**config.mk**
```make
export PLATFORM = sky130hd
export DESIGN_NAME = tis_core
export DESIGN_NICKNAME = d
export VERILOG_FILES = /design/src/tis_pkg.sv /design/src/tis_core.sv
export VERILOG_INCLUDE_DIRS = /design/src
export SDC_FILE = /design/constraint.sdc
export NUM_CORES = 1
export LEC_CHECK = 0
export ABC_AREA = 1
export BUFFER_PORTS_ARGS = -buffer_cell sky130_fd_sc_hd__buf_2
export CAP_MARGIN = 40
export CORE_MARGIN = 3
export CORE_UTILIZATION = 59
export CTS_BUF_LIST = sky130_fd_sc_hd__clkbuf_4
export DETAILED_ROUTE_END_ITERATION = 10
export HOLD_SLACK_MARGIN = 0.12
export PLACE_DENSITY = 0.82
export SKIP_LAST_GASP = 1
export SLEW_MARGIN = 20
export SYNTH_ARGS = -nofsm -noshare
export SYNTH_HDL_FRONTEND = slang
export SYNTH_SLANG_ARGS = --single-unit
```
**constraint.sdc**
```tcl
create_clock -name mclk -period 11.58 [get_ports mclk]
set_clock_uncertainty 0.15 [all_clocks]
set_input_delay 1.158 -clock mclk [delete_from_list [all_inputs] [get_ports mclk]]
set_output_delay 1.158 -clock mclk [all_outputs]
set_load 0.05 [all_outputs]
```
**src/tis_map.svh**
```systemverilog
// register offsets, field positions, reset values, boot addresses and sizes
`ifndef TIS_MAP_SVH
`define TIS_MAP_SVH
`define TIS_OFF_CORE       12'h000
`define TIS_OFF_INTCTL     12'h004
`define TIS_OFF_IFLAG      12'h008
`define TIS_OFF_IEN        12'h00C
`define TIS_OFF_IPRIO      12'h010
`define TIS_OFF_STACK_LIMIT_REG      12'h014
`define TIS_OFF_RSTCTL     12'h018
`define TIS_OFF_STAT       12'h01C
`define TIS_BIT_OVA_EN     10
`define TIS_BIT_OVB_EN     9
`define TIS_BIT_COV_EN     8
`define TIS_BIT_MATH       4
`define TIS_BIT_ADDR       3
`define TIS_BIT_STACK      2
`define TIS_BIT_OSC        1
`define TIS_BIT_CONFLICT   15
`define TIS_BIT_BADOP      14
`define TIS_BIT_WDT        4
`define TIS_BIT_BOR        1
`define TIS_LVL_MATH       4'hB
`define TIS_LVL_ADDR       4'hC
`define TIS_LVL_STACK      4'hD
`define TIS_LVL_OSC        4'hE
`define TIS_SP_FLOOR       16'h0800
`define TIS_STACK_LIMIT_REG_RST      16'hFFFF
`define TIS_IPRIO_RST      32'h44444444
`define TIS_BOOT_ADDR0     24'h000000
`define TIS_BOOT_ADDR1     24'h000002
`define TIS_NIRQ           8
`define TIS_DEPTH          8
`endif

```
**src/tis_pkg.sv**
```systemverilog
// types shared by the trap and interrupt sequencer
package tis_pkg;
   typedef enum logic [1:0] {
      TIS_F0  = 2'b00,
      TIS_F1  = 2'b01,
      TIS_RUN = 2'b11,
      TIS_RSV = 2'b10
   } tis_state_e;
   typedef logic [3:0] tis_lvl_t;
endpackage : tis_pkg

```
**src/tis_core.sv**
```systemverilog
// trap and interrupt sequencer with apb register access
//
// Contract
// RULE_01 - any reset restarts fetching at address zero
// RULE_02 - execute boot jump, continue at target word
// RULE_03 - six error conditions force the reset path; code uses five: wdt, uninit ptr, bad opcode, brown-out, conflict
// RULE_04 - flushed illegal opcode raises no reset
// RULE_05 - traps use fixed levels eight to fifteen
// RULE_06 - level seven blocks interrupts, traps still run
// RULE_07 - trapping instruction completes before trap processing
// RULE_08 - divide by zero aborts and raises math trap
// RULE_09 - enabled accumulator overflows, bad shifts raise math
// RULE_10 - bad accesses and fetches raise address trap
// RULE_11 - stack pointer outside limits raises stack trap
// RULE_12 - oscillator failure raises oscillator trap
// RULE_13 - soft traps take two cycles like interrupts
// RULE_14 - hard traps halt until acknowledged and processed
// RULE_15 - higher trap preempts, lower stays pending
// RULE_16 - same cycle traps resolved by fixed priority
// RULE_17 - lower hard trap conflict resets, sets flag
// RULE_18 - math and osc flags uncleared while cause persists
// RULE_19 - flags sampled each cycle, enabled flags request
// RULE_20 - interrupt only above current priority level
// RULE_21 - accept pushes pc and status, raises level
// RULE_22 - trap bit set only while trap executes
// RULE_23 - return pops pc and level, flags kept
`timescale 1ns/1ps
`include "tis_map.svh"

module tis_core
   import tis_pkg::*;
(
   input  wire logic        mclk,
   input  wire logic        rst_n,
   input  wire logic        psel,
   input  wire logic        penable,
   input  wire logic        pwrite,
   input  wire logic [11:0] paddr,
   input  wire logic [31:0] pwdata,
   output logic      [31:0] prdata,
   output logic             pready,
   output logic             pslverr,
   input  wire logic        instr_done,
   input  wire logic [23:0] cur_pc,
   input  wire logic        fetch_valid,
   input  wire logic [23:0] fetch_data,
   input  wire logic        return_from_interrupt_op,
   input  wire logic        div_zero,
   input  wire logic [1:0]  acc_ovf31,
   input  wire logic        acc_guard_used,
   input  wire logic [1:0]  acc_ovf39,
   input  wire logic        sat_off,
   input  wire logic        shift_over,
   input  wire logic        misaligned,
   input  wire logic        unimpl_read,
   input  wire logic        vector_fetch,
   input  wire logic        unimpl_branch,
   input  wire logic        sp_load,
   input  wire logic [15:0] sp_value,
   input  wire logic        osc_fail_pin,
   input  wire logic        wdt_timeout,
   input  wire logic        uninit_ptr,
   input  wire logic        illegal_op,
   input  wire logic        op_flushed,
   input  wire logic        brown_out,
   input  wire logic [7:0]  irq_events,
   output logic             fetch_req,
   output logic      [23:0] fetch_addr,
   output logic             pc_load,
   output logic      [23:0] pc_value,
   output logic             exc_take,
   output logic      [4:0]  exc_vector,
   output logic             push_req,
   output logic      [23:0] push_pc,
   output logic      [7:0]  push_srl,
   output logic             cpu_halt,
   output logic             core_rst_req
);

   tis_state_e state;
   tis_lvl_t   cpu_priority_level;
   logic [15:0] interrupt_control_one;
   logic [7:0]  irq_flag_regs;
   logic [7:0]  irq_enable_regs;
   logic [31:0] irq_prio;
   logic [15:0] stack_limit_reg;
   logic [15:0] reset_control_reg;
   logic [7:0]  trap_pend;
   logic [2:0]  osc_sync;
   logic        osc_fail;
   logic        srst;
   tis_lvl_t    eval_lvl;
   logic [4:0]  eval_id;
   logic        eval_vld;
   logic [23:0] stk_pc  [0:`TIS_DEPTH-1];
   tis_lvl_t    stk_lvl [0:`TIS_DEPTH-1];
   logic [2:0]  sp;

   // apb decode
   wire apb_setup  = psel & ~penable;
   wire apb_access = psel & penable & pready;
   wire apb_wr     = apb_access & pwrite;
   wire sel_core   = paddr == `TIS_OFF_CORE;
   wire sel_ictl   = paddr == `TIS_OFF_INTCTL;
   wire sel_iflag  = paddr == `TIS_OFF_IFLAG;
   wire sel_ien    = paddr == `TIS_OFF_IEN;
   wire sel_iprio  = paddr == `TIS_OFF_IPRIO;
   wire sel_stack_limit_reg  = paddr == `TIS_OFF_STACK_LIMIT_REG;
   wire sel_rst    = paddr == `TIS_OFF_RSTCTL;
   wire sel_stat   = paddr == `TIS_OFF_STAT;
   wire sel_any    = sel_core | sel_ictl | sel_iflag | sel_ien |
                     sel_iprio | sel_stack_limit_reg | sel_rst | sel_stat;
   wire trap_priority_bit = cpu_priority_level[3]; // RULE_22
   wire [31:0] rd_mux =
      sel_core  ? {28'h0000000, cpu_priority_level} :
      sel_ictl  ? {16'h0000, interrupt_control_one} :
      sel_iflag ? {24'h000000, irq_flag_regs} :
      sel_ien   ? {24'h000000, irq_enable_regs} :
      sel_iprio ? irq_prio :
      sel_stack_limit_reg ? {16'h0000, stack_limit_reg} :
      sel_rst   ? {16'h0000, reset_control_reg} :
      sel_stat  ? {16'h0000, trap_pend, 2'b00, sp, cpu_halt,
                   trap_priority_bit, 1'b0} :
                  32'h00000000;

   // trap detection; the source reports at the offending instruction
   wire math_ev  = div_zero | shift_over | // RULE_08 RULE_09
      (acc_ovf31[0] & ~acc_guard_used &
       interrupt_control_one[`TIS_BIT_OVA_EN]) |
      (acc_ovf31[1] & ~acc_guard_used &
       interrupt_control_one[`TIS_BIT_OVB_EN]) |
      (|acc_ovf39 & sat_off & interrupt_control_one[`TIS_BIT_COV_EN]);
   wire addr_ev  = misaligned | unimpl_read | vector_fetch |
                   unimpl_branch; // RULE_10
   wire stack_ev = sp_load & ((sp_value > stack_limit_reg) |
                   (sp_value < `TIS_SP_FLOOR)); // RULE_11
   // one pulse as the filtered failure rises, so a held failure traps once
   wire osc_ev   = (osc_sync[2] == osc_sync[1]) & osc_sync[2] &
                   ~osc_fail; // RULE_12
   wire [7:0] new_trap = {1'b0, osc_ev, stack_ev, addr_ev, math_ev,
                          3'b000}; // RULE_05

   // a new hard trap below a pending or running higher trap
   logic [7:0] above;
   logic       conflict;
   always_comb begin
      above    = 8'h00;
      conflict = 1'b0;
      for (int i = 4; i < 8; i++) begin
         above = 8'hFF << (i + 1);
         if (new_trap[i] && ((trap_pend & above) != 8'h00 ||
             (trap_priority_bit && cpu_priority_level[2:0] > i[2:0])))
            conflict = 1'b1; // RULE_17 RULE_03
      end
   end
   wire bad_op   = uninit_ptr |
                   (illegal_op & instr_done & ~op_flushed); // RULE_04
   wire err_rst  = wdt_timeout | bad_op | brown_out |
                   conflict; // RULE_03

   // highest pending source: traps first, then enabled interrupts
   wire [7:0] irq_req = irq_flag_regs & irq_enable_regs; // RULE_19
   logic [3:0] best_lvl;
   logic [4:0] best_id;
   logic       best_vld;
   always_comb begin
      best_lvl = 4'h0;
      best_id  = 5'h00;
      best_vld = 1'b0;
      for (int i = 0; i < `TIS_NIRQ; i++) begin
         if (irq_req[i] && {1'b0, irq_prio[4*i +: 3]} > best_lvl) begin
            best_lvl = {1'b0, irq_prio[4*i +: 3]};
            best_id  = 5'h08 + 5'(i);
            best_vld = 1'b1;
         end
      end
      for (int i = 0; i < 8; i++) begin
         if (trap_pend[i]) begin // RULE_16
            best_lvl = 4'h8 + 4'(i);
            best_id  = 5'(i);
            best_vld = 1'b1;
         end
      end
   end

   wire hard_pend = |trap_pend[7:4];
   wire accept    = state == TIS_RUN && eval_vld && instr_done &&
                    !return_from_interrupt_op &&
                    eval_lvl > cpu_priority_level; // RULE_20 RULE_07
   wire retire    = state == TIS_RUN && return_from_interrupt_op &&
                    !accept;
   wire [2:0] sp_dn = sp - 3'h1;

   // pin input: three stages, a change counts once stages two and
   // three agree
   always_ff @(posedge mclk or negedge rst_n) begin
      if (!rst_n) begin
         osc_sync <= 3'b000;
         osc_fail <= 1'b0;
      end else begin
         osc_sync <= {osc_sync[1:0], osc_fail_pin};
         if (osc_sync[2] == osc_sync[1])
            osc_fail <= osc_sync[2];
      end
   end

   // apb slave: one wait-free access phase
   always_ff @(posedge mclk or negedge rst_n) begin
      if (!rst_n) begin
         pready  <= 1'b0;
         pslverr <= 1'b0;
         prdata  <= 32'h00000000;
      end else begin
         pready  <= apb_setup;
         pslverr <= apb_setup & ~sel_any;
         if (apb_setup)
            prdata <= pwrite ? 32'h00000000 : rd_mux;
      end
   end

   // reset cause flags survive the error reset; write one to clear,
   // a cause arriving together with the clear wins
   always_ff @(posedge mclk or negedge rst_n) begin
      if (!rst_n) begin
         reset_control_reg <= 16'h0000;
         srst              <= 1'b0;
         core_rst_req      <= 1'b0;
      end else begin
         srst         <= err_rst;
         core_rst_req <= err_rst; // RULE_03
         reset_control_reg <=
            (reset_control_reg & ~((apb_wr & sel_rst) ? pwdata[15:0] :
                                   16'h0000)) |
            ({15'h0000, conflict} << `TIS_BIT_CONFLICT) | // RULE_17
            ({15'h0000, bad_op} << `TIS_BIT_BADOP) |
            ({15'h0000, wdt_timeout} << `TIS_BIT_WDT) |
            ({15'h0000, brown_out} << `TIS_BIT_BOR);
      end
   end

   // software registers; event sets beat software clears
   wire [15:0] ictl_clr = (apb_wr && sel_ictl) ? ~pwdata[15:0] :
                                                  16'h0000;
   wire [15:0] ictl_set = {11'h000, math_ev, addr_ev, stack_ev, osc_ev,
                           1'b0};
   wire [15:0] ictl_keep = {11'h000, math_ev, 2'b00, osc_fail, 1'b0};
   always_ff @(posedge mclk or negedge rst_n) begin
      if (!rst_n) begin
         interrupt_control_one <= 16'h0000;
         irq_flag_regs         <= 8'h00;
         irq_enable_regs       <= 8'h00;
         irq_prio              <= `TIS_IPRIO_RST;
         stack_limit_reg       <= `TIS_STACK_LIMIT_REG_RST;
      end else if (srst) begin
         interrupt_control_one <= 16'h0000;
         irq_flag_regs         <= 8'h00;
         irq_enable_regs       <= 8'h00;
         irq_prio              <= `TIS_IPRIO_RST;
         stack_limit_reg       <= `TIS_STACK_LIMIT_REG_RST;
      end else begin
         if (apb_wr && sel_ictl)
            interrupt_control_one[15:5] <= pwdata[15:5];
         interrupt_control_one[4:0] <= (interrupt_control_one[4:0] &
            ~(ictl_clr[4:0] & ~ictl_keep[4:0])) |
            ictl_set[4:0]; // RULE_18
         irq_flag_regs <= (irq_flag_regs &
            ~((apb_wr && sel_iflag) ? pwdata[7:0] : 8'h00)) |
            irq_events; // RULE_19 RULE_23
         if (apb_wr && sel_ien)
            irq_enable_regs <= pwdata[7:0];
         if (apb_wr && sel_iprio)
            irq_prio <= pwdata & 32'h77777777;
         if (apb_wr && sel_stack_limit_reg)
            stack_limit_reg <= pwdata[15:0];
      end
   end

   // sample stage: requests are ranked one cycle, taken the next
   always_ff @(posedge mclk or negedge rst_n) begin
      if (!rst_n) begin
         eval_lvl <= 4'h0;
         eval_id  <= 5'h00;
         eval_vld <= 1'b0;
      end else if (srst || accept) begin
         eval_lvl <= 4'h0;
         eval_id  <= 5'h00;
         eval_vld <= 1'b0;
      end else begin
         eval_lvl <= best_lvl; // RULE_13 RULE_15
         eval_id  <= best_id;
         eval_vld <= best_vld;
      end
   end

   // pending traps stay until their own acceptance
   always_ff @(posedge mclk or negedge rst_n) begin
      if (!rst_n)
         trap_pend <= 8'h00;
      else if (srst)
         trap_pend <= 8'h00;
      else
         trap_pend <= (trap_pend & ~((accept && !eval_id[3]) ?
                      (8'h01 << eval_id[2:0]) : 8'h00)) |
                      new_trap; // RULE_15 RULE_16
   end

   // level stack, so a return restores the level it interrupted
   always_ff @(posedge mclk) begin
      if (accept) begin
         stk_pc[sp]  <= cur_pc;
         stk_lvl[sp] <= cpu_priority_level;
      end
   end

   always_ff @(posedge mclk or negedge rst_n) begin
      if (!rst_n) begin
         state              <= TIS_F0;
         cpu_priority_level <= 4'h0;
         sp                 <= 3'h0;
         fetch_req          <= 1'b0;
         fetch_addr         <= `TIS_BOOT_ADDR0;
         pc_load            <= 1'b0;
         pc_value           <= 24'h000000;
         exc_take           <= 1'b0;
         exc_vector         <= 5'h00;
         push_req           <= 1'b0;
         push_pc            <= 24'h000000;
         push_srl           <= 8'h00;
         cpu_halt           <= 1'b0;
      end else if (srst) begin
         state              <= TIS_F0; // RULE_01
         cpu_priority_level <= 4'h0;
         sp                 <= 3'h0;
         fetch_req          <= 1'b0;
         fetch_addr         <= `TIS_BOOT_ADDR0;
         pc_load            <= 1'b0;
         pc_value           <= 24'h000000;
         exc_take           <= 1'b0;
         exc_vector         <= 5'h00;
         push_req           <= 1'b0;
         push_pc            <= 24'h000000;
         push_srl           <= 8'h00;
         cpu_halt           <= 1'b0;
      end else begin
         pc_load  <= 1'b0;
         exc_take <= 1'b0;
         push_req <= 1'b0;
         cpu_halt <= state == TIS_RUN && (hard_pend ||
                     |new_trap[7:4]) && !accept; // RULE_14
         case (state)
            TIS_F0: begin
               fetch_req  <= 1'b1; // RULE_01
               fetch_addr <= `TIS_BOOT_ADDR0;
               if (fetch_valid && fetch_req) begin
                  state      <= TIS_F1;
                  fetch_addr <= `TIS_BOOT_ADDR1;
               end
            end
            TIS_F1: begin
               if (fetch_valid && fetch_addr == `TIS_BOOT_ADDR1) begin
                  state     <= TIS_RUN;
                  fetch_req <= 1'b0;
                  pc_load   <= 1'b1; // RULE_02
                  pc_value  <= fetch_data;
               end
            end
            TIS_RUN: begin
               if (accept) begin
                  exc_take           <= 1'b1; // RULE_21
                  exc_vector         <= eval_id;
                  push_req           <= 1'b1;
                  push_pc            <= cur_pc;
                  push_srl           <= {4'h0, cpu_priority_level};
                  cpu_priority_level <= eval_lvl; // RULE_05 RULE_22
                  sp                 <= sp + 3'h1;
               end else if (retire) begin
                  cpu_priority_level <= stk_lvl[sp_dn]; // RULE_23
                  pc_load            <= 1'b1;
                  pc_value           <= stk_pc[sp_dn];
                  sp                 <= sp_dn;
               end else if (apb_wr && sel_core) begin
                  // trap bit is hardware owned
                  cpu_priority_level <= {cpu_priority_level[3],
                                         pwdata[2:0]}; // RULE_06
               end
            end
            default: state <= TIS_F0;
         endcase
      end
   end

endmodule : tis_core

```
# Yosys cells after proc, flatten, opt, wreduce, memory -nomap -nowiden
# Memory sizes are Yosys's and may differ from the RTL's.
# Index checks and enable logic that the tools add are counted.
# totals
register_bits,251
latch_bits,0
ram_bits,224
romBits,0
input_bits,143
output_inout_bits,125
wordCells,308
n_memories,2
# memory_table
name,depth,word_bits,read_ports,rd_ports_with_merged_regs,write_ports,line_no,rtl
stk_pc,8,24,1,0,1,tis_core.sv:95,logic [23:0] stk_pc [0:`TIS_DEPTH-1];
stk_lvl,8,4,1,0,1,tis_core.sv:96,tis_lvl_t stk_lvl [0:`TIS_DEPTH-1];
# op_classes
addsub,2
multipliers,0
div,0
magnitude_cmp,14
n_eq_ne,16
shifts,1
n_mux,120
n_bitwise,60
reduce_logical,63
# ops
operator,count
$mux 32,8
$mux 24,9
$mux 16,7
$mux 4,21
$mux 5,16
$mux 8,9
$eq 12x5->1 const B,4
$pmux 24 s2,1
$logic_and 1x1->1,31
$mux 1,31
$mux 3,10
$and 8x8->8,3
$eq 12x4->1 const B,2
$eq 24x2->1 const B,1
$gt 3x4->1,6
$or 1x1->1,19
$and 1x1->1,17
$and 16x16->16,1
$gt 16x16->1,1
$lt 16x12->1 const B,1
$not 16->16,1
$not 8->8,2
$or 16x15->16,1
$or 16x16->16,1
other kinds (39),73

# Depth between registers and ports, before layout
# logic_depth
ltp_word,33
depth_mapped,71
depth_no_buf,71

# Worst setup path before layout
# No wires, ideal clock.
# synth_path
path_type,register to register
from,register irq_prio[2]
to,register eval_lvl[0]
setup_ns,0.125
arrival_time_ns,7.189
required_time_ns,11.305
slack_ns,4.116
path_stages_with_launch,67
n_path_buf,0
synth_period_minus_slack_ns,7.464
path_cell_list,dfstp_2 inv_2 nand3_2 nand3_2 ha_1 nand3_1 nand2_1 clkinv_2 nand2_4 o21ai_0 ha_1 nand2_2 inv_2 nand2_2 nand2_4 nand2_4 nor2_1 inv_1 [31 not listed] inv_1 o21a_1 ha_1 nand2_1 nor2_1 a211oi_1 nor2_1 inv_1 o21ai_0 inv_1 nand2_1 nand2_1 nand2_1 nand2_1 nand2_1 nand2_1 nand2_1 a21oi_1
# synth_via
elab_chain_len,33
# synth_rtl
element,line_no,rtl
"start, declared",tis_core.sv:85,logic [31:0] irq_prio;
"start signal, assigned",tis_core.sv:252,irq_prio <= `TIS_IPRIO_RST;
"start signal, assigned",tis_core.sv:258,irq_prio <= `TIS_IPRIO_RST;
"start signal, assigned",tis_core.sv:272,irq_prio <= pwdata & 32'h77777777;
$gt 3x1->1,tis_core.sv:171,"if (irq_req[i] && {1'b0, irq_prio[4*i +: 3]} > best_lvl) begin"
$logic_and 1x1->1,tis_core.sv:171,
$mux 3 (*),tis_core.sv:171,
$gt 3x3->1,tis_core.sv:171,
$logic_and 1x1->1,tis_core.sv:171,
$mux 3 (*),tis_core.sv:171,
$gt 3x4->1,tis_core.sv:171,
$logic_and 1x1->1,tis_core.sv:171,
[10 not listed],n/a,
$gt 3x4->1,tis_core.sv:171,
$logic_and 1x1->1,tis_core.sv:171,
$mux 4 (*),tis_core.sv:171,
$gt 3x4->1,tis_core.sv:171,
$logic_and 1x1->1,tis_core.sv:171,
$mux 4 (*),tis_core.sv:171,
$mux 4 (*) (8 in a row),tis_core.sv:178,if (trap_pend[i]) begin
$mux 4 (*),tis_core.sv:284,end else if (srst || accept) begin
"end signal, assigned",tis_core.sv:289,eval_lvl <= best_lvl;
"end, declared",tis_core.sv:92,tis_lvl_t eval_lvl;
# Every way passes the cells marked *; elsewhere a longest branch is shown, timed or not.
# A chain may end at the register's enable or synchronous reset.

# Worst setup path in the final report
# Same ends and word-level chain as after synthesis.

==> run metrics <==
largest net degree at the start of global routing 77; endpoints failing setup 0; H-tree depth 3; critical path's slowest cell dfstp_2; post-DP HPWL around 35000 um; final layout net count roughly 2.3k; Post-CTS Repair Setup Buffers 0; EDFF count, synth between 200 and 250; DR DRC count 0; first-pass GRT wire length 82300 um; largest family of logic cells by synthesized area compound AO/OA/AOI/OAI gates; die height 187 um; Die W roughly 190 um; Area contributors post-synth edfxtp_1, dfrtp_1, o21ai_0; pwr/cell area 144 nW/um2; Num CTS Buffers 105; RSZ-0062 raised after global routing no; simple-gate share of the synthesized area 11.4%; IO Port Bufs 231; post-synthesis cell type count 57; Slew @ Worst Pin 0.833 ns; Die Area 34900 um2; Gate power share 8.1%; worst path arrival time 9.13 ns; Total GRT Usage 29.6%; P&R area growth vs syn 16.6%; share of cells above drive strength 1 approximately a quarter; Post-Synth Adder-Cell Area 2.60%; Final min period 8.65 ns; Pre-antenna DRT Iters 8; clock root buffer clkbuf_4; max cap viols 0; via/cell ratio roughly 5.9; maximum clock insertion buffer count 3; Largest Register stk_pc; Worst path max stage delay about 0.56 ns; Pint 2.41 mW; drt initial violations 1521; Placer Congestion 0.920; Flop pwr share 51.1%; static leakage just under 10 nW; max-slew violation count 0; R2R Path Start irq_prio[2]; initial antenna violation count 1; asr flop ratio synth 48.4%; Netlist Area Pre-Place 19300 um2; FF+latch count, synth 434; status complete, no violations; CTS Hold Buffers Added 0; Critical Path RT ~12 ns; fmax around 120 MHz; Clock Latency Late Sink 0.80 ns; setup_tns 0 ns; Core ar. 31900 um2; Hold WS about 0.19 ns; crit path launch irq_prio[2]; start point of the worst min-delay path osc_sync[1]; Worst VDD drop 0.0974 mV; Initial Utilization 60.5%; critical path type reg2reg; vias post-DR ~16k; cell accounting for the most synthesized area edfxtp_1; Wirelength per Cell a little under 20 um; Sink Count 434; clock power share between 40% and 50%; vias in the first global route 16.0k; share of the yosys chip area belonging to registers 62.3%; Hold Fails Final Rpt 0; CTS tree built; xor and xnor area share after synthesis 0.136%; Detail Route Antenna Nets 0; fin crit share 74.7%; syn avg cell area 10.4 um2; # IOs 268; max reg flops 192; biggest regs stk_pc x192, stk_lvl x32, prdata x28; mux contribution to synthesized area 0.0584%; Slew HR 44.4%; Final Power 3.23 mW; row count 65; Worst setup SP type flop; most frequent cells in the layout o21ai_0, nand2_1, buf_2; Synth Area in Compound Gates 17.1%; worst hold path class reg2reg; top-area cell type share of the netlist area between 30% and 40%; leading cell type in the layout, fill and taps excluded o21ai_0; Worst setup EP type flop; main flop type after synthesis edfxtp_1; P_sw 0.824 mW; Switching Share 25.5%; Synth Warn # 0; Syn Inst Count 1849; Post-CTS Resized 0; total length of routed wires 52400 um; worst-path fanout max 8; CP dominant cell by count nand2_1; GRT overflow 0; Reg clk slew, reported paths around 0.070 ns
-- power groups by stage --
stage               Sequential, mW  Combinational (mW)  Clock (mW)
global route                  1.65               0.285        1.42
detailed placement            1.68               0.256           0
finish                        1.65               0.261        1.32
CTS                           1.65               0.258        1.34
floorplan                     1.70               0.138           0
global placement              1.68               0.241           0
-- cells by family (layout without fill, tap and decap cells) --
group / count (synthesis) / count (layout)
mux: 1 / 1
compound gates: 556 / 556
xor+xnor: 3 / 3
other cells: 1 / 33
flops: 434 / 434
simple gates: 519 / 519
buf+inv: 295 / 645
fa+ha+maj: 40 / 40
-- cell type report --
type / count / area, um2
antenna: 1 / 2.50
clock buffer: 164 / 1230
clock inverter: 31 / 219
fill: 2329 / 9390
inverter: 179 / 673
multi-input combinational: 1151 / 6220
sequential: 434 / 12000
tap: 435 / 544
timing repair buffer: 271 / 1590
-- final timing paths --
check,to,slack [ns],cells past startpoint
max,eval_lvl[0],2.93,67
min,osc_sync[2],0.19,0
max reg2reg,eval_lvl[0],2.93,67
min reg2reg,osc_sync[2],0.19,0
max in group asynchronous,irq_prio[10],9.77,3
min in group asynchronous,push_pc[19],0.24,1
-- layer usage --
metal  GRT usage (%)  up-vias  routed length [um]
li1                -     7117                   -
met1            36.5     7564               19500
met2            49.3      872               26000
met3            6.29      176                4590
met4            15.7        0                2350
met5               0        -                   0
-- synthesized netlist by cell type, drive strengths merged, types with 2 or more instances --
cell and count:
a211oi 5, a21oi 111, a221oi 7, a22o 28, a22oi 7, a31o 2, a32o 6, buf 41
clkbuf 75, clkinv 5, dfrtp 186, dfstp 24, edfxtp 224, ha 40, inv 174, nand2 253
nand3 41, nand4 9, nor2 183, nor3 19, nor4 8, o2111ai 3, o211ai 34, o21a 2
o21ai 271, o221ai 28, o22ai 36, o311ai 2, o31ai 3, o41ai 4, or2 2, xor2 2
-- per-stage QoR --
stage                     utilization [%]  cell area [um2]  std cells  setup slack [ns]
after floorplan                         -            19400       1880              4.12
after global placement               65.3            20800       2456              3.32
after detailed placement             65.9            21000       2468              3.03
after CTS                            70.4            22500       2663              2.95
after global routing                 70.6            22500       2666              2.09
final                                70.6            22500       2666              2.93
-- critical path: cells and delay by family (launching register included) --
| family | cells | cell delay, ns |
|---|---|---|
| buf+inv | 10 | 0.86 |
| fa+ha+maj | 7 | 2.13 |
| simple gates | 40 | 3.33 |
| flops | 1 | 0.56 |
| compound gates | 10 | 1.48 |
(Power assumes the default switching activity.)
